===== config.mk =====
export PLATFORM = sky130hd
export DESIGN_NAME = dmt_channel
export DESIGN_NICKNAME = d
export VERILOG_FILES = /design/src/rtl/dmt_pkg.sv /design/src/rtl/dmt_channel.sv
export SDC_FILE = /design/constraint.sdc
export NUM_CORES = 1
export LEC_CHECK = 0
export ABC_AREA = 1
export BUFFER_PORTS_ARGS = -buffer_cell sky130_fd_sc_hd__clkbuf_2
export CAP_MARGIN = 20
export CELL_PAD_IN_SITES_DETAIL_PLACEMENT = 0
export CELL_PAD_IN_SITES_GLOBAL_PLACEMENT = 2
export CORE_UTILIZATION = 35
export CTS_BUF_LIST = sky130_fd_sc_hd__clkbuf_2
export DETAILED_ROUTE_END_ITERATION = 12
export PLACE_DENSITY = 0.8
export SYNTH_ARGS = -nofsm -noshare
export SYNTH_HDL_FRONTEND = slang
export SYNTH_SLANG_ARGS = --single-unit

===== constraint.sdc =====
create_clock -name core_clk -period 4.3 [get_ports core_clk]
set_input_delay 0.645 -clock core_clk [delete_from_list [all_inputs] [get_ports core_clk]]
set_output_delay 0.645 -clock core_clk [all_outputs]
set_load 0.01 [all_outputs]

===== src/rtl/dmt_pkg.sv =====
package dmt_pkg;
   // register offsets on the byte port
   localparam logic [3:0] OFS_CTRL_A = 4'h0;
   localparam logic [3:0] OFS_CTRL_B = 4'h1;
   localparam logic [3:0] OFS_ADDR_CTRL = 4'h2;
   localparam logic [3:0] OFS_TRIG = 4'h3;
   localparam logic [3:0] OFS_CNT_LO = 4'h4;
   localparam logic [3:0] OFS_CNT_HI = 4'h5;
   localparam logic [3:0] OFS_REP = 4'h6;
   localparam logic [3:0] OFS_SRC0 = 4'h8;
   localparam logic [3:0] OFS_SRC1 = 4'h9;
   localparam logic [3:0] OFS_SRC2 = 4'ha;
   localparam logic [3:0] OFS_DST0 = 4'hc;
   localparam logic [3:0] OFS_DST1 = 4'hd;
   localparam logic [3:0] OFS_DST2 = 4'he;
   // field positions
   localparam int BIT_ENABLE = 7;
   localparam int BIT_REPEAT = 5;
   localparam int BIT_TRFREQ = 4;
   localparam int BIT_BUSY = 7;
   localparam int BIT_TRANSACTION_COMPLETE_FLAG = 4;
   // reset values
   localparam logic [7:0] RST_BYTE = 8'h00;
   localparam logic [15:0] RST_CNT = 16'h0000;
   localparam logic [23:0] RST_ADDR = 24'h000000;
   // trigger codes
   localparam logic [7:0] TRIG_OFF = 8'h00;
   localparam logic [7:0] TRIG_SYS = 8'h01;
   localparam logic [7:0] TRIG_ADC_A = 8'h10;
   localparam logic [7:0] TRIG_DAC_A = 8'h15;
   localparam logic [7:0] TRIG_ADC_B = 8'h20;
   localparam logic [7:0] TRIG_DAC_B = 8'h25;
   localparam logic [7:0] TRIG_PORT0 = 8'h40;
   localparam logic [7:0] PORT_STRIDE = 8'h20;
   localparam logic [7:0] OFF_TC1 = 8'h06;
   localparam logic [7:0] OFF_SPI = 8'h0a;
   localparam logic [7:0] OFF_USART0 = 8'h0b;
   localparam logic [7:0] OFF_USART1 = 8'h0e;
   localparam logic [7:0] OFF_ADC_OR = 8'h04;
   localparam logic [7:0] NUM_SYS = 8'h03;
   localparam logic [7:0] NUM_ADC = 8'h04;
   localparam logic [7:0] NUM_DAC = 8'h02;
   localparam logic [7:0] NUM_TC0 = 8'h06;
   localparam logic [7:0] NUM_TC1 = 8'h04;
   localparam logic [7:0] NUM_USART = 8'h02;

   typedef enum logic [1:0] {
      DMT_DIR_FIXED = 2'b00,
      DMT_DIR_INC = 2'b01,
      DMT_DIR_DEC = 2'b10,
      DMT_DIR_RSVD = 2'b11
   } dmt_dir_t;

   typedef enum logic [1:0] {
      DMT_RLD_NONE = 2'b00,
      DMT_RLD_BLOCK = 2'b01,
      DMT_RLD_BURST = 2'b10,
      DMT_RLD_TRANS = 2'b11
   } dmt_reload_t;

   typedef enum logic [1:0] {
      DMT_IDLE = 2'b00,
      DMT_RD = 2'b01,
      DMT_CAP = 2'b10,
      DMT_WR = 2'b11
   } dmt_state_t;
endpackage : dmt_pkg


===== src/rtl/dmt_channel.sv =====
// Implementation choice: the plain strobed port.
`timescale 1ns/100ps
//Operation
// - trigger code zero ignores hardware requests; only software request starts
// - trigger code equals peripheral base code plus source offset
// - bases: system 0x01, input converters 0x10/0x20, output converters 0x15/0x25
// - port groups based at 0x40, 0x60, 0x80, 0xA0; first timer at base
// - second timer +6, spi +0xA, serial ports +0xB and +0xE
// - system offsets 0..2 select event routing channels 0..2
// - converter offsets 0..3 channels, 4 ORs inputs; outputs only 0 and 1
// - timer offsets 0..5: overflow, error, compare A, B, C, D
// - compare C and D exist only on each group's first timer
// - serial offset 0 receive complete, offset 1 transmit empty
// - codes naming absent peripherals select nothing
// - 16-bit block byte count held as high and low byte registers
// - block byte count decrements after every byte read
// - on reaching zero the count reloads the last written value
// - 16-bit count accessed atomically through a temporary byte
// - repeat counter decrements after each completed block
// - repeat mode: channel disables after counter zero and last block
// - repeat counter zero with repeat mode repeats blocks without limit
// - 24-bit source address in three bytes, byte 2 most significant
// - source address steps up, down or holds per source direction
// - 24-bit destination address in three bytes, byte 2 most significant
// - destination address steps up, down or holds per destination direction
// - 24-bit addresses accessed atomically through temporary bytes
// - direction codes: 00 fixed, 01 increment, 10 decrement, 11 reserved
// - repeat enable cleared by hardware at start of last block
// - transaction flag after every block when unlimited, else after final
module dmt_channel #(
   parameter logic [3:0] PORT_PRESENT = 4'hf,
   parameter logic [1:0] ADC_PRESENT = 2'h3,
   parameter logic [1:0] DAC_PRESENT = 2'h3
) (
   input wire logic core_clk,
   input wire logic rst_b,
   input wire logic [3:0] reg_addr,
   input wire logic [7:0] reg_wdata,
   input wire logic reg_wr,
   input wire logic reg_rd,
   output logic [7:0] rd_data,
   input wire logic [2:0] sys_event_req,
   input wire logic [7:0] adc_req,
   input wire logic [3:0] dac_req,
   input wire logic [23:0] tc0_req,
   input wire logic [15:0] tc1_req,
   input wire logic [3:0] spi_req,
   input wire logic [7:0] usart0_req,
   input wire logic [7:0] usart1_req,
   input wire logic [7:0] mem_rdata,
   output logic mem_rd,
   output logic [23:0] mem_rd_addr,
   output logic mem_wr,
   output logic [23:0] mem_wr_addr,
   output logic [7:0] mem_wdata,
   output logic chan_busy,
   output logic transaction_complete_flag
);
   dmt_pkg::dmt_state_t state;
   dmt_pkg::dmt_state_t next_state;
   logic enable;
   logic repeat_en;
   logic trfreq;
   logic [7:0] addr_ctrl;
   logic [7:0] trigger_select;
   logic [15:0] temp;
   logic [15:0] count_written;
   logic [15:0] block_byte_count;
   logic [7:0] block_repeat_counter;
   logic [23:0] source_address;
   logic [23:0] src_init;
   logic [23:0] dest_address;
   logic [23:0] dst_init;
   logic block_last;
   logic [1:0] conv_hit;
   logic [3:0] port_hit;
   logic sys_hit;
   logic hw_req;
   logic start;
   logic rd_step;
   logic wr_step;
   logic block_done;
   logic unlimited;
   logic count_end;
   logic trn_end;
   logic [7:0] sys_off;
   logic [1:0] src_reload;
   logic [1:0] src_dir;
   logic [1:0] dst_reload;
   logic [1:0] dst_dir;

   assign src_reload = addr_ctrl[7:6];
   assign src_dir = addr_ctrl[5:4];
   assign dst_reload = addr_ctrl[3:2];
   assign dst_dir = addr_ctrl[1:0];

   function automatic logic [23:0] dmt_step(input logic [23:0] a, input logic [1:0] dir);
      case (dir)
         dmt_pkg::DMT_DIR_INC: dmt_step = a + 24'h000001;
         dmt_pkg::DMT_DIR_DEC: dmt_step = a - 24'h000001;
         default: dmt_step = a;
      endcase
   endfunction : dmt_step

   // trigger decode: code minus group base gives the source offset
   always_comb
   begin
      sys_off = trigger_select - dmt_pkg::TRIG_SYS;
      sys_hit = (sys_off < dmt_pkg::NUM_SYS) && sys_event_req[sys_off[1:0]];
   end

   for (genvar g = 0; g < 2; g++)
   begin : g_conv
      localparam logic [7:0] ADC_BASE = (g == 0) ? dmt_pkg::TRIG_ADC_A : dmt_pkg::TRIG_ADC_B;
      localparam logic [7:0] DAC_BASE = (g == 0) ? dmt_pkg::TRIG_DAC_A : dmt_pkg::TRIG_DAC_B;
      logic [7:0] adc_off;
      logic [7:0] dac_off;
      logic adc_hit;
      logic dac_hit;
      always_comb
      begin
         adc_off = trigger_select - ADC_BASE;
         dac_off = trigger_select - DAC_BASE;
         adc_hit = 1'b0;
         if (adc_off < dmt_pkg::NUM_ADC)
            adc_hit = adc_req[g * 4 + int'(adc_off[1:0])];
         else if (adc_off == dmt_pkg::OFF_ADC_OR)
            adc_hit = |adc_req[g * 4 +: 4];
         dac_hit = (dac_off < dmt_pkg::NUM_DAC) && dac_req[g * 2 + int'(dac_off[0])];
         conv_hit[g] = (ADC_PRESENT[g] && adc_hit) || (DAC_PRESENT[g] && dac_hit);
      end
   end

   for (genvar g = 0; g < 4; g++)
   begin : g_port
      localparam logic [7:0] GBASE = 8'(dmt_pkg::TRIG_PORT0 + g * dmt_pkg::PORT_STRIDE);
      logic [7:0] off;
      logic [7:0] off_tc1;
      logic [7:0] off_u0;
      logic [7:0] off_u1;
      logic hit;
      always_comb
      begin
         off = trigger_select - GBASE;
         off_tc1 = off - dmt_pkg::OFF_TC1;
         off_u0 = off - dmt_pkg::OFF_USART0;
         off_u1 = off - dmt_pkg::OFF_USART1;
         hit = 1'b0;
         if (off < dmt_pkg::NUM_TC0)
            hit = tc0_req[g * 6 + int'(off[2:0])];
         else if (off_tc1 < dmt_pkg::NUM_TC1)
            hit = tc1_req[g * 4 + int'(off_tc1[1:0])];
         else if (off == dmt_pkg::OFF_SPI)
            hit = spi_req[g];
         else if (off_u0 < dmt_pkg::NUM_USART)
            hit = usart0_req[g * 2 + int'(off_u0[0])];
         else if (off_u1 < dmt_pkg::NUM_USART)
            hit = usart1_req[g * 2 + int'(off_u1[0])];
         port_hit[g] = PORT_PRESENT[g] && hit;
      end
   end

   assign hw_req = sys_hit || (|conv_hit) || (|port_hit);
   // hardware requests only count with a nonzero code
   assign start = enable && (state == dmt_pkg::DMT_IDLE)
      && (trfreq || ((trigger_select != dmt_pkg::TRIG_OFF) && hw_req));
   assign rd_step = (state == dmt_pkg::DMT_RD);
   assign wr_step = (state == dmt_pkg::DMT_WR);
   assign block_done = wr_step && block_last;
   localparam logic [7:0] RST_REP = dmt_pkg::RST_BYTE;
   assign unlimited = repeat_en && (block_repeat_counter == RST_REP);
   assign count_end = rd_step && (block_byte_count == 16'h0001);
   assign trn_end = !repeat_en || unlimited;

   always_comb
   begin
      case (state)
         dmt_pkg::DMT_IDLE: next_state = start ? dmt_pkg::DMT_RD : dmt_pkg::DMT_IDLE;
         dmt_pkg::DMT_RD: next_state = dmt_pkg::DMT_CAP;
         dmt_pkg::DMT_CAP: next_state = dmt_pkg::DMT_WR;
         dmt_pkg::DMT_WR: next_state = block_last ? dmt_pkg::DMT_IDLE : dmt_pkg::DMT_RD;
         default: next_state = dmt_pkg::DMT_IDLE;
      endcase
   end

   always_ff @(posedge core_clk or negedge rst_b)
   begin
      if (!rst_b)
         state <= dmt_pkg::DMT_IDLE;
      else
         state <= next_state;
   end

   // memory side: read strobe in RD, data arrives in CAP, write strobe in WR
   always_ff @(posedge core_clk or negedge rst_b)
   begin
      if (!rst_b)
      begin
         mem_rd <= 1'b0;
         mem_wr <= 1'b0;
         mem_rd_addr <= dmt_pkg::RST_ADDR;
         mem_wr_addr <= dmt_pkg::RST_ADDR;
         mem_wdata <= dmt_pkg::RST_BYTE;
         chan_busy <= 1'b0;
      end
      else
      begin
         mem_rd <= (next_state == dmt_pkg::DMT_RD);
         mem_wr <= (next_state == dmt_pkg::DMT_WR);
         chan_busy <= (next_state != dmt_pkg::DMT_IDLE);
         if (next_state == dmt_pkg::DMT_RD)
            mem_rd_addr <= source_address;
         if (next_state == dmt_pkg::DMT_WR)
            mem_wr_addr <= dest_address;
         if (state == dmt_pkg::DMT_CAP)
            mem_wdata <= mem_rdata;
      end
   end

   // control bits; a software write beats a same-cycle hardware clear
   always_ff @(posedge core_clk or negedge rst_b)
   begin
      if (!rst_b)
      begin
         enable <= 1'b0;
         repeat_en <= 1'b0;
         trfreq <= 1'b0;
      end
      else if (reg_wr && reg_addr == dmt_pkg::OFS_CTRL_A)
      begin
         enable <= reg_wdata[dmt_pkg::BIT_ENABLE];
         repeat_en <= reg_wdata[dmt_pkg::BIT_REPEAT];
         trfreq <= reg_wdata[dmt_pkg::BIT_TRFREQ];
      end
      else
      begin
         if (start)
            trfreq <= 1'b0;
         if (start && repeat_en && block_repeat_counter == 8'h01)
            repeat_en <= 1'b0;
         if (block_done && !repeat_en)
            enable <= 1'b0;
      end
   end

   // set wins over the write-one clear
   always_ff @(posedge core_clk or negedge rst_b)
   begin
      if (!rst_b)
         transaction_complete_flag <= 1'b0;
      else if (block_done && trn_end)
         transaction_complete_flag <= 1'b1;
      else if (reg_wr && reg_addr == dmt_pkg::OFS_CTRL_B && reg_wdata[dmt_pkg::BIT_TRANSACTION_COMPLETE_FLAG])
         transaction_complete_flag <= 1'b0;
   end

   // address control is frozen while a block runs
   always_ff @(posedge core_clk or negedge rst_b)
   begin
      if (!rst_b)
      begin
         addr_ctrl <= dmt_pkg::RST_BYTE;
         trigger_select <= dmt_pkg::RST_BYTE;
      end
      else if (reg_wr)
      begin
         if (reg_addr == dmt_pkg::OFS_ADDR_CTRL && state == dmt_pkg::DMT_IDLE)
            addr_ctrl <= reg_wdata;
         if (reg_addr == dmt_pkg::OFS_TRIG)
            trigger_select <= reg_wdata;
      end
   end

   // temporary bytes: low-byte writes park, top-byte write commits; low-byte read latches
   always_ff @(posedge core_clk or negedge rst_b)
   begin
      if (!rst_b)
         temp <= dmt_pkg::RST_CNT;
      else if (reg_wr)
      begin
         if (reg_addr == dmt_pkg::OFS_CNT_LO || reg_addr == dmt_pkg::OFS_SRC0
             || reg_addr == dmt_pkg::OFS_DST0)
            temp[7:0] <= reg_wdata;
         if (reg_addr == dmt_pkg::OFS_SRC1 || reg_addr == dmt_pkg::OFS_DST1)
            temp[15:8] <= reg_wdata;
      end
      else if (reg_rd)
      begin
         if (reg_addr == dmt_pkg::OFS_CNT_LO)
            temp[7:0] <= block_byte_count[15:8];
         if (reg_addr == dmt_pkg::OFS_SRC0)
            temp <= source_address[23:8];
         if (reg_addr == dmt_pkg::OFS_DST0)
            temp <= dest_address[23:8];
      end
   end

   always_ff @(posedge core_clk or negedge rst_b)
   begin
      if (!rst_b)
      begin
         count_written <= dmt_pkg::RST_CNT;
         block_byte_count <= dmt_pkg::RST_CNT;
         block_last <= 1'b0;
      end
      else
      begin
         if (reg_wr && reg_addr == dmt_pkg::OFS_CNT_HI)
            count_written <= {reg_wdata, temp[7:0]};
         if (reg_wr && reg_addr == dmt_pkg::OFS_CNT_HI && state == dmt_pkg::DMT_IDLE)
            block_byte_count <= {reg_wdata, temp[7:0]};
         else if (count_end)
            block_byte_count <= count_written;
         else if (rd_step)
            block_byte_count <= block_byte_count - 16'h0001;
         if (rd_step)
            block_last <= count_end;
      end
   end

   // a write made in the same cycle as a block end loses the decrement
   always_ff @(posedge core_clk or negedge rst_b)
   begin
      if (!rst_b)
         block_repeat_counter <= dmt_pkg::RST_BYTE;
      else if (reg_wr && reg_addr == dmt_pkg::OFS_REP)
         block_repeat_counter <= reg_wdata;
      else if (block_done && block_repeat_counter != RST_REP)
         block_repeat_counter <= block_repeat_counter - 8'h01;
   end

   always_ff @(posedge core_clk or negedge rst_b)
   begin
      if (!rst_b)
      begin
         source_address <= dmt_pkg::RST_ADDR;
         src_init <= dmt_pkg::RST_ADDR;
      end
      else if (reg_wr && reg_addr == dmt_pkg::OFS_SRC2)
      begin
         source_address <= {reg_wdata, temp};
         src_init <= {reg_wdata, temp};
      end
      else if (rd_step)
      begin
         if (src_reload == dmt_pkg::DMT_RLD_BURST
             || (src_reload == dmt_pkg::DMT_RLD_BLOCK && count_end)
             || (src_reload == dmt_pkg::DMT_RLD_TRANS && count_end && trn_end))
            source_address <= src_init;
         else
            source_address <= dmt_step(source_address, src_dir);
      end
   end

   always_ff @(posedge core_clk or negedge rst_b)
   begin
      if (!rst_b)
      begin
         dest_address <= dmt_pkg::RST_ADDR;
         dst_init <= dmt_pkg::RST_ADDR;
      end
      else if (reg_wr && reg_addr == dmt_pkg::OFS_DST2)
      begin
         dest_address <= {reg_wdata, temp};
         dst_init <= {reg_wdata, temp};
      end
      else if (wr_step)
      begin
         if (dst_reload == dmt_pkg::DMT_RLD_BURST
             || (dst_reload == dmt_pkg::DMT_RLD_BLOCK && block_last)
             || (dst_reload == dmt_pkg::DMT_RLD_TRANS && block_last && trn_end))
            dest_address <= dst_init;
         else
            dest_address <= dmt_step(dest_address, dst_dir);
      end
   end

   // read data stands only in the cycle after the strobe
   always_ff @(posedge core_clk or negedge rst_b)
   begin
      if (!rst_b)
         rd_data <= dmt_pkg::RST_BYTE;
      else if (!reg_rd)
         rd_data <= dmt_pkg::RST_BYTE;
      else
         case (reg_addr)
            dmt_pkg::OFS_CTRL_A: rd_data <= {enable, 1'b0, repeat_en, trfreq, 4'h0};
            dmt_pkg::OFS_CTRL_B: rd_data <= {chan_busy, 2'b00, transaction_complete_flag, 4'h0};
            dmt_pkg::OFS_ADDR_CTRL: rd_data <= addr_ctrl;
            dmt_pkg::OFS_TRIG: rd_data <= trigger_select;
            dmt_pkg::OFS_CNT_LO: rd_data <= block_byte_count[7:0];
            dmt_pkg::OFS_CNT_HI: rd_data <= temp[7:0];
            dmt_pkg::OFS_REP: rd_data <= block_repeat_counter;
            dmt_pkg::OFS_SRC0: rd_data <= source_address[7:0];
            dmt_pkg::OFS_SRC1: rd_data <= temp[7:0];
            dmt_pkg::OFS_SRC2: rd_data <= temp[15:8];
            dmt_pkg::OFS_DST0: rd_data <= dest_address[7:0];
            dmt_pkg::OFS_DST1: rd_data <= temp[7:0];
            dmt_pkg::OFS_DST2: rd_data <= temp[15:8];
            default: rd_data <= dmt_pkg::RST_BYTE;
         endcase
   end
endmodule : dmt_channel


==> flow_summary.yaml, run 1 <==
floorplanning:
  fp.dieArea_mm2: 0.0459
  effective_utilization_at_floorplan_pct: 35.6
  floorplan.die.height_um: 214
  coreArea_mm2: 0.0443
  die_width_um: 214
  core.rowCount: 77
  io-pin-count: 167
critical_path:
  crit_fanout: 14
  path_delay_family: "compound AO/OA/AOI/OAI gates"
  maximum_single_stage_delay_on_the_critical_path_ns: 0.56
  crit_buf_inv: 1
  worst-endpoint-required_ns: 5.15
  crit_path_end_kind: "flip-flop"
  path_cells: "inv_1, ha_1, ha_1, a21oi_1, nand2_1, a21oi_1, o21ai_0, a21oi_1, o21ai_0, a21oi_1, o21ai_0, xor2_1, o21ai_0, nand2_1"
  startpoint_type: "flip-flop"
  critPathKind: "reg -> reg"
  arrival_time_at_the_worst_endpoint_ns: 4.44
  worst_path_slowest_cell: "ha_1"
placement:
  numPortBuffers: 166
  post_dp_cell_area_mm2: 0.0173
  place_hpwl_um: 45700
  post-place-ws_ns: 0.701
  gpl.final_weighted_congestion: 0.938
  post-place-cells: 2848
synthesis:
  muxShareOfSynthArea_pct: 0.976
  synthesis.yosys.warnings: 0
  synth_cells: 2137
  synth_largest_area_cell: "dfrtp_1"
  netlist.area_leader.share_pct: 38.4
  synth.cell_area_mm2: 0.0158
  combinational_family_with_the_most_area_after_synthesis: "simple AND/OR/NAND/NOR gates"
  synth-edff-count: 0
  synth-seq-area-share_pct: 38.4
  ys_async_sr_fraction_pct: 100
  adder_cell_share_of_the_synthesized_area_pct: 6.52
  postSynthNetCount: 2317
  share_of_the_synthesized_area_in_compound_gates_ao_oa_aoi_oai_pct: 18.7
  synthSimpleGateAreaFrac_pct: 25.0
  synth_cell_type_count: 55
  synth-seq-cells: 242
  synth.avg_cell_area_um2: 7.38
  synth.top_cells.by_area: "dfrtp_1, nand2_1, ha_1, o21ai_0, inv_1"
  synth_xor_xnor_area_share_pct: 2.78
  postSynth.topFlopCell: "dfrtp_1"
clock_network:
  cts_tree: "yes"
  cts.repair_timing.setup_buffer_count: 0
  clkSlewWorstSetupHoldPaths_ns: 0.09
  post_cts_resize_count: 0
  cts_inserted_buffers: 72
  cts_root_buf: "clkbuf_2"
  insertion_delay_ns: 1.01
  cts_max_path_bufs: 3
  h_tree_depth_reported_by_cts: 3
  numClockSinks: 242
timing:
  final_worst_path_period_need_ns: 3.59
  setup-violations-final: 0
  timing_hold_violations_final: 0
  slew_headroom_pct: 42.5
  fmax_mhz: 278
  worst_slack_ns: 0.707
  final.setup.tns_ns: 0
  final.setup_skew_ns: 0.145
  setup_repair_after_global_routing_missed_its_margin: "no"
  worstMarginPinSlew_ns: 0.863
  post-route-period-util_pct: 83.6
  maxSlewViolCount: 0
layout:
  finalInstanceArea_mm2: 0.0181
  design.final.nets: 2525
  drive_gt1_share_pct: 14.5
  syn2layout_area_growth_pct: 14.6
  layoutNonFillerInstCount: 2989
routing:
  num_vias: 15800
  postRouteWirelength_um: 60100
  detailed_router_s_first_iteration_violation_count: 1353
  ant_nets: 0
  viasPerCell: 5.29
  drt_first_pass_iters: 6
  route.detailed.wl_per_inst_um: 20.1
  post_route_drc: 0
global_route:
  grt_pass1_wl_um: 92800
  grt_start_max_net_pins: 101
  grt_remaining_overflow: 0
  first_global_vias: 15600
  antenna_found_initial: 4
  global_route_usage_over_all_layers_pct: 26.3
pwr:
  p_total_mw: 12.2
  cellPowerDensity_mw_per_mm2: 675
  vdd_drop_max_mv: 0.382
  p_leak_nw: 9.13
min_path:
  holdCritPathClass: "in -> reg"
status:
  outcome: "completed"
job:
  drv_cap: 0
-- report_power, final --
part	switching (mW)	leakage, nW	internal, mW
clock network	1.06	0.487	0.741
registers	0.924	2.99	3.10
logic	4.11	5.65	2.26
total	6.10	9.13	6.10
-- path summary, 6_finish.rpt --
check / cells past startpoint / to / from / slack [ns]
worst max register to register: 14 / dest_address[19] / addr_ctrl[0] / 0.71
min in group asynchronous: 2 / mem_rd_addr[8] / rst_b / 0.28
worst min register to register: 2 / dst_init[22] / dst_init[22] / 0.47
worst max-delay path: 14 / dest_address[19] / addr_ctrl[0] / 0.71
worst min-delay path: 3 / addr_ctrl[3] / reg_wdata[3] / 0.11
max in group asynchronous: 3 / dest_address[3] / rst_b / 2.92
-- synth_stat cells, drive strengths merged (4+ instances only) --
| library cell | n |
|---|---|
| a211oi | 6 |
| mux2 | 11 |
| a21boi | 5 |
| a21o | 4 |
| buf | 27 |
| nor3 | 22 |
| xor2 | 34 |
| clkbuf | 53 |
| clkinv | 6 |
| dfrtp | 242 |
| nor4 | 7 |
| inv | 224 |
| a31oi | 10 |
| nand3 | 136 |
| xnor2 | 16 |
| o211ai | 40 |
| nand2 | 587 |
| o21bai | 6 |
| o22ai | 24 |
| nor2 | 174 |
| o311ai | 6 |
| or2 | 8 |
| nand4 | 15 |
| o221ai | 47 |
| o21ai | 183 |
| a221oi | 12 |
| a21oi | 128 |
| ha | 79 |
| a22oi | 6 |
-- state kept, by name, summed over array words and instances, names as in the netlist, 2 cells and up --
signal / flops
state: 2
mem_rd_addr: 24
dest_address: 24
rd_data: 8
block_repeat_counter: 8
block_byte_count: 16
addr_ctrl: 8
dst_init: 24
trigger_select: 8
temp: 16
src_init: 24
mem_wdata: 8
source_address: 24
mem_wr_addr: 24
count_written: 16
-- worst register-to-register path, delay by kind of cell (launching register included) --
kind | cells | cell delay, ns
compound gates | 8 | 1.72
fa+ha+maj | 2 | 0.96
flops | 1 | 0.37
xor+xnor | 1 | 0.17
simple gates | 2 | 0.15
buf+inv | 1 | 0.10
-- per-layer routing --
layer	vias to the layer above	wire length [um]	GRT usage [%]
li1	7638	-	-
met1	7584	27400	36.3
met2	515	27600	42.1
met3	80	3750	4.51
met4	0	1340	7.43
met5	-	0	0
-- through the flow --
step | hold WS (ns) | util, %
after global placement | 0.448 | 39.0
after global routing | 0.0412 | 40.8
final | 0.114 | 40.8
after detailed placement | 0.453 | 39.0
after CTS | 0.00308 | 40.7
after floorplan | 0.349 | -
-- layout by cell type (no fill, tap or decap), types with 11 or more instances in the layout --
cell type	n
a21oi_1	127
a221oi_1	12
buf_4	32
clkbuf_2	264
clkinv_1	21
dfrtp_1	242
dlygate4sd3_1	15
ha_1	78
inv_1	218
mux2_2	11
nand2_1	584
nand3_1	135
nand4_1	15
nor2_1	167
nor3_1	21
o211ai_1	40
o21ai_0	177
o221ai_1	47
o22ai_1	24
xnor2_1	16
xor2_1	34
-- area by class of cell --
type	instances	area, um^2
timing repair buffer	214	1250
sequential	242	6060
multi-input combinational	1585	8500
inverter	230	863
fill	4832	26300
clock inverter	23	148
clock buffer	99	495
antenna	4	10.0
tap	592	741
-- kinds of logic after synthesis --
logic type                 count (synthesis)
and+or+nand+nor                          953
AOI/OAI and AO/OA                        487
buffers and inverters                    310
DFF                                      242
adders and majority gates                 81
xor gates and xnor gates                  50
muxes                                     14
-- what timing repair did --
item | in CTS | in global routing
endpoints found under the setup margin | 0 | 0
hold buffers | 15 | 0
endpoints found under the hold margin | 119 | 0
Power figures use the tool's default switching activity.
==> run 2, diff against run 1 <==
- ABC_AREA: 1 -> 0
- PLACE_DENSITY: 0.8 -> 0.78
- clock period: 4.3 -> 3.2 ns (I/O delays scaled with it)
==> run 2 against run 1 <==
Hold slack worse by 0.025 ns; area after synthesis hardly changed; the run now ends with setup timing left; critical path depth stayed put; critical endpoint is now mem_rd_addr[14]; clock skew is 0.069 ns lower; clock power is 31% higher; clock-buffer cell count is 3 lower; highest routed layer unchanged.
==> flow_summary.yaml, run 2 <==
floorplanning:
  io-pin-count: 167
  effective_utilization_at_floorplan_pct: 35.5
  core.rowCount: 77
  floorplan.die.height_um: 214
  die_width_um: 214
  coreArea_mm2: 0.0443
  fp.dieArea_mm2: 0.0459
routing:
  num_vias: 14900
  ant_nets: 0
  detailed_router_s_first_iteration_violation_count: 1050
  post_route_drc: 0
  viasPerCell: 5.41
  postRouteWirelength_um: 56000
  route.detailed.wl_per_inst_um: 20.3
  drt_first_pass_iters: 7
pwr:
  cellPowerDensity_mw_per_mm2: 531
  vdd_drop_max_mv: 0.294
  p_leak_nw: 9.57
layout:
  design.final.nets: 2295
  multi_input_combinational_cell_area_mm2: 0.00962
  num-fill-cells: 4449
  mostFrequentLayoutCells: "nand2_1, clkbuf_2, dfrtp_1"
  drive_gt1_share_pct: 31.7
  finalInstanceArea_mm2: 0.0201
  seq_area_mm2: 0.00606
  layout_commonest_cell: "nand2_1"
  syn2layout_area_growth_pct: 27.3
timing:
  setup-violations-final: 25
  final.setup.tns_ns: -6.59
  timing_hold_violations_final: 0
  worstMarginPinSlew_ns: 0.890
  final.hold.worst_slack_ns: 0.0889
  worst_slack_ns: -0.323
  fmax_mhz: 284
  setup_repair_after_global_routing_missed_its_margin: "yes"
  final.setup_skew_ns: 0.0767
  final_worst_path_period_need_ns: 3.52
  post-route-period-util_pct: 110
  maxSlewViolCount: 0
  slew_headroom_pct: 40.3
placement:
  place_hpwl_um: 41300
  post_dp_cell_area_mm2: 0.0187
  gpl.final_weighted_congestion: 0.904
  numPortBuffers: 166
  post-place-ws_ns: -0.475
critical_path:
  crit_fanout: 6
  startpoint_type: "flip-flop"
  arrival_time_at_the_worst_endpoint_ns: 4.31
  crit_path_end_kind: "flip-flop"
  worst-endpoint-required_ns: 3.98
  path_delay_family: "compound AO/OA/AOI/OAI gates"
  critPathKind: "reg -> reg"
  crit_buf_inv: 5
  maximum_single_stage_delay_on_the_critical_path_ns: 0.43
  worst_path_slowest_cell: "dfrtp_2"
  path_cells: "clkinvlp_4, buf_4, ha_4, buf_4, a2111oi_4, nand3b_1, mux2i_1, a311o_1, nor3_4, nor3_4, o21ai_4, buf_6, buf_12, mux2_4"
clock_network:
  numClockSinks: 242
  h_tree_depth_reported_by_cts: 3
  cts_tree: "yes"
  cts_inserted_buffers: 71
  cts_root_buf: "clkbuf_2"
  insertion_delay_ns: 0.96
  cts_max_path_bufs: 3
  clkSlewWorstSetupHoldPaths_ns: 0.10
job:
  drv_cap: 0
synthesis:
  postSynthNetCount: 1922
  synth.top_cells.by_area: "dfrtp_1, nand2_1, ha_1, mux2_2, a21oi_1"
  synthesis.yosys.warnings: 0
  synth-seq-area-share_pct: 38.4
  synth-edff-count: 0
  synth_cells: 1742
  synth-seq-cells: 242
  ys_async_sr_fraction_pct: 100
  synth_cell_type_count: 88
  synth_most_common_cell: "nand2_1"
  synth.cell_area_mm2: 0.0158
  netlist.area_leader.share_pct: 38.4
  synth_largest_area_cell: "dfrtp_1"
  synthTopCellsByCount: "nand2_1, dfrtp_1, nor2_1"
  synth.avg_cell_area_um2: 9.04
  postSynth.topFlopCell: "dfrtp_1"
global_route:
  global_route_usage_over_all_layers_pct: 24.3
  antenna_found_initial: 2
  first_global_vias: 15000
  grt_remaining_overflow: 0
  grt_start_max_net_pins: 80
  grt_pass1_wl_um: 86800
min_path:
  holdCritPathClass: "in -> async"
status:
  violations: "setup timing"
  outcome: "finished with violations"
==> run 2: cell types whose count changed after synthesis, sizes merged, moves of 50 or more <==
| cell | before | now |
|---|---|---|
| mux2 | 11 | 94 |
| inv | 224 | 47 |
| nand2 | 587 | 277 |
| mux2i | 3 | 53 |
| o21ai | 183 | 118 |
| nand3 | 136 | 35 |
==> run 2: worst paths after layout <==
path	slack [ns]	endpoint	cells past startpoint	start
hold reg to reg	0.48	dst_init[0]	2	dst_init[0]
min in group core_clk	0.09	src_init[20]	3	reg_wdata[4]
hold / removal	0.09	dst_init[9]	2	rst_b
setup / recovery	-0.32	mem_rd_addr[14]	14	trigger_select[1]
max in group asynchronous	2.23	mem_rd_addr[19]	3	rst_b
setup reg to reg	-0.32	mem_rd_addr[14]	14	trigger_select[1]
==> run 2: cells by family after synthesis <==
logic type,count (synthesis),share of synthesized area (%)
xor+xnor,70,3.89
fa+ha+maj,81,6.53
compound gates,458,18.8
buf+inv,145,3.82
mux,154,11.6
flops,242,38.4
simple gates,592,16.9
==> run 2: report_power, final <==
part	internal [mW]	switching [mW]	leakage, nW
combinational	1.96	2.06	6.11
clock	0.971	1.41	0.473
sequential	3.63	0.614	2.98
==> run 2: what timing repair did <==
| item | CTS | global route |
|---|---|---|
| gates resized for setup | 47 | 56 |
| endpoints found under the setup margin | 32 | 39 |
| cloned | 2 | 0 |
| pin swaps | 27 | 40 |
| hold endpoints to repair | 171 | 0 |
| hold buffers | 11 | 0 |
| buffers inserted | 10 | 9 |
==> run 2: stage by stage <==
step                util (%)  power [mW]  std cells
floorplan                  -        6.23       1742
global placement        42.1        8.03       2604
detailed placement      42.1        8.07       2604
global route            45.3        11.4       2755
finish                  45.3        10.6       2755
CTS                     44.5        10.7       2744
==> run 2: layout make-up <==
| class | instances | share of cell area [%] |
|---|---|---|
| Clock inverter | 23 | 0.723 |
| Clock buffer | 96 | 2.39 |
| Inverter | 48 | 0.942 |
| Timing Repair Buffer | 397 | 14.1 |
| Multi-Input combinational cell | 1355 | 47.9 |
| Antenna cell | 2 | 0.0249 |
| Tap cell | 592 | 3.69 |
| Sequential cell | 242 | 30.2 |
==> run 2: metal layers <==
layer  routed length, um  global-route usage [%]  share of wire, %  vias up
met5                   0                       0                 0        -
met4                1170                    6.50               2.1        0
met3                3510                    5.53               6.3       95
met2               25900                    38.9                46      463
met1               25400                    32.9                45     7271
li1                    -                       -                 -     7085
==> run 2: worst register-to-register path, cell delays in order, from the launching register on <==
cell	delay, ns
dfrtp_2	0.43
clkinvlp_4	0.17
buf_4	0.17
ha_4	0.25
buf_4	0.16
a2111oi_4	0.37
nand3b_1	0.19
mux2i_1	0.15
a311o_1	0.31
nor3_4	0.31
nor3_4	0.11
o21ai_4	0.17
buf_6	0.17
buf_12	0.14
mux2_4	0.31
==> run 3, diff against run 2 <==
- PLACE_DENSITY: 0.78 -> 0.75
- clock period: 3.2 -> 3.55 ns (I/O delays scaled with it)
==> run 3 against run 2 <==
The run now ends clean; cell count down 4.0%; maximum frequency up 1.8%; combinational power down 24%.
==> flow_summary.yaml, run 3 (synthesized netlist as in run 2, its figures left out) <==
status:
  outcome: "completed"
global_route:
  antenna_found_initial: 2
  grt_remaining_overflow: 0
  first_global_vias: 14400
  grt_start_max_net_pins: 78
  global_route_usage_over_all_layers_pct: 23.4
  grt_pass1_wl_um: 83900
placement:
  gpl.final_weighted_congestion: 0.889
  numPortBuffers: 166
  place_hpwl_um: 39400
  post-place-ws_ns: -0.0973
  post-place-cells: 2507
critical_path:
  critPathKind: "reg -> reg"
  arrival_time_at_the_worst_endpoint_ns: 4.26
  startpoint_type: "flip-flop"
  crit_path_end_kind: "flip-flop"
  worst-endpoint-required_ns: 4.35
  crit_fanout: 11
pwr:
  vdd_drop_max_mv: 0.220
  power.switching_fraction_pct: 39.1
  seq_power_share_pct: 43.1
  p_leak_nw: 8.91
  power.share.combinational_pct: 34.2
  clkPwrFrac_pct: 22.7
  internal_power_mw: 5.44
  switchingPower_mw: 3.49
  cellPowerDensity_mw_per_mm2: 478
layout:
  mostFrequentLayoutCells: "nand2_1, clkbuf_2, dfrtp_1"
  layoutNonFillerInstCount: 2646
  syn2layout_area_growth_pct: 18.6
  final_core_util_pct: 42.2
  layout_commonest_cell: "nand2_1"
  drive_gt1_share_pct: 25.6
  design.final.nets: 2182
floorplanning:
  coreArea_mm2: 0.0443
  floorplan.die.height_um: 214
  fp.dieArea_mm2: 0.0459
  effective_utilization_at_floorplan_pct: 35.5
  die_width_um: 214
  core.rowCount: 77
  io-pin-count: 167
routing:
  ant_nets: 0
  detailed_router_s_first_iteration_violation_count: 1053
  viasPerCell: 5.41
  route.detailed.wl_per_inst_um: 20.3
  post_route_drc: 0
  postRouteWirelength_um: 53600
  drt_first_pass_iters: 6
  num_vias: 14300
clock_network:
  clkSlewWorstSetupHoldPaths_ns: 0.11
  numClockSinks: 242
  insertion_delay_ns: 0.94
  cts_tree: "yes"
  h_tree_depth_reported_by_cts: 3
  cts_inserted_buffers: 70
  cts_max_path_bufs: 3
  cts_root_buf: "clkbuf_2"
timing:
  slew_headroom_pct: 40.9
  maxSlewViolCount: 0
  fmax_mhz: 289
  timing_hold_violations_final: 0
  setup-violations-final: 0
  post-route-period-util_pct: 97.5
  final.setup_skew_ns: 0.0902
  worstMarginPinSlew_ns: 0.883
  worst_slack_ns: 0.0877
  final_worst_path_period_need_ns: 3.46
job:
  drv_cap: 0
min_path:
  holdCritPathClass: "in -> reg"
[run 3: changes by cell type in the layout (fill, tap and decap cells not counted), moves of 6 or more]
cell	before	now
o21ai_0	106	112
ha_4	12	2
ha_1	64	75
clkbuf_2	261	267
buf_6	7	0
buf_4	198	101
[run 3: through the flow]
stage	hold WS, ns	instance area (um^2)	setup TNS [ns]	total power, mW
final	0.117	18700	0	8.92
after detailed placement	0.455	17900	-1.49	6.89
after global routing	0.0128	18700	-0.534	9.56
after floorplan	0.237	15800	0	5.60
after CTS	0.0117	18600	0	8.99
after global placement	0.451	17900	-1.02	6.85
[run 3: worst max-delay path, stage by stage, from the launching register on]
cell,delay [ns]
dfrtp_2,0.42
clkinvlp_4,0.16
ha_4,0.27
or4_1,0.48
o41ai_2,0.09
or3b_1,0.44
mux2i_1,0.17
nand4_1,0.15
nor3_4,0.34
nor3_4,0.10
o21ai_4,0.16
buf_12,0.15
buf_12,0.15
mux2_4,0.31
[run 3: final timing paths]
kind	from	end	slack, ns	depth (start not counted)
setup / recovery	trigger_select[1]	mem_rd_addr[18]	0.09	13
hold / removal	reg_wdata[6]	src_init[22]	0.12	3
setup reg to reg	trigger_select[1]	mem_rd_addr[18]	0.09	13
hold reg to reg	dst_init[16]	dst_init[16]	0.47	2
max in group asynchronous	rst_b	dest_address[16]	2.49	3
min in group asynchronous	rst_b	mem_wdata[4]	0.15	2
[run 3: power by group through the flow]
stage / Clock, mW / Combinational [mW] / Sequential, mW
final: 2.03 / 3.05 / 3.85
after global routing: 2.28 / 3.37 / 3.92
after CTS: 2.11 / 3.02 / 3.86
after detailed placement: 0 / 2.98 / 3.91
after global placement: 0 / 2.95 / 3.90
after floorplan: 0 / 1.88 / 3.72
[run 3: per-layer routing]
metal	global-route usage, %	part of all wire (%)
met5	0	0
met4	7.00	2.3
met3	3.87	4.6
met2	38.6	47
met1	31.2	46
[run 3: area by class of cell]
class,count,area [um^2]
Sequential cell,242,6060
Timing Repair Buffer,285,1870
Multi-Input combinational cell,1355,9230
Clock buffer,102,510
Fill cell,4501,25600
Tap cell,592,741
Antenna cell,3,7.51
Inverter,48,186
Clock inverter,19,78.8
[run 3: timing repair]
action | 4_1_cts | 5_1_grt
hold buffers | 9 | 0
gates resized for setup | 2 | 16
buffers inserted | 1 | 4
pin swaps | 1 | 11
endpoints found under the hold margin | 125 | 0
setup endpoints to repair | 22 | 29
gates cloned | 0 | 1
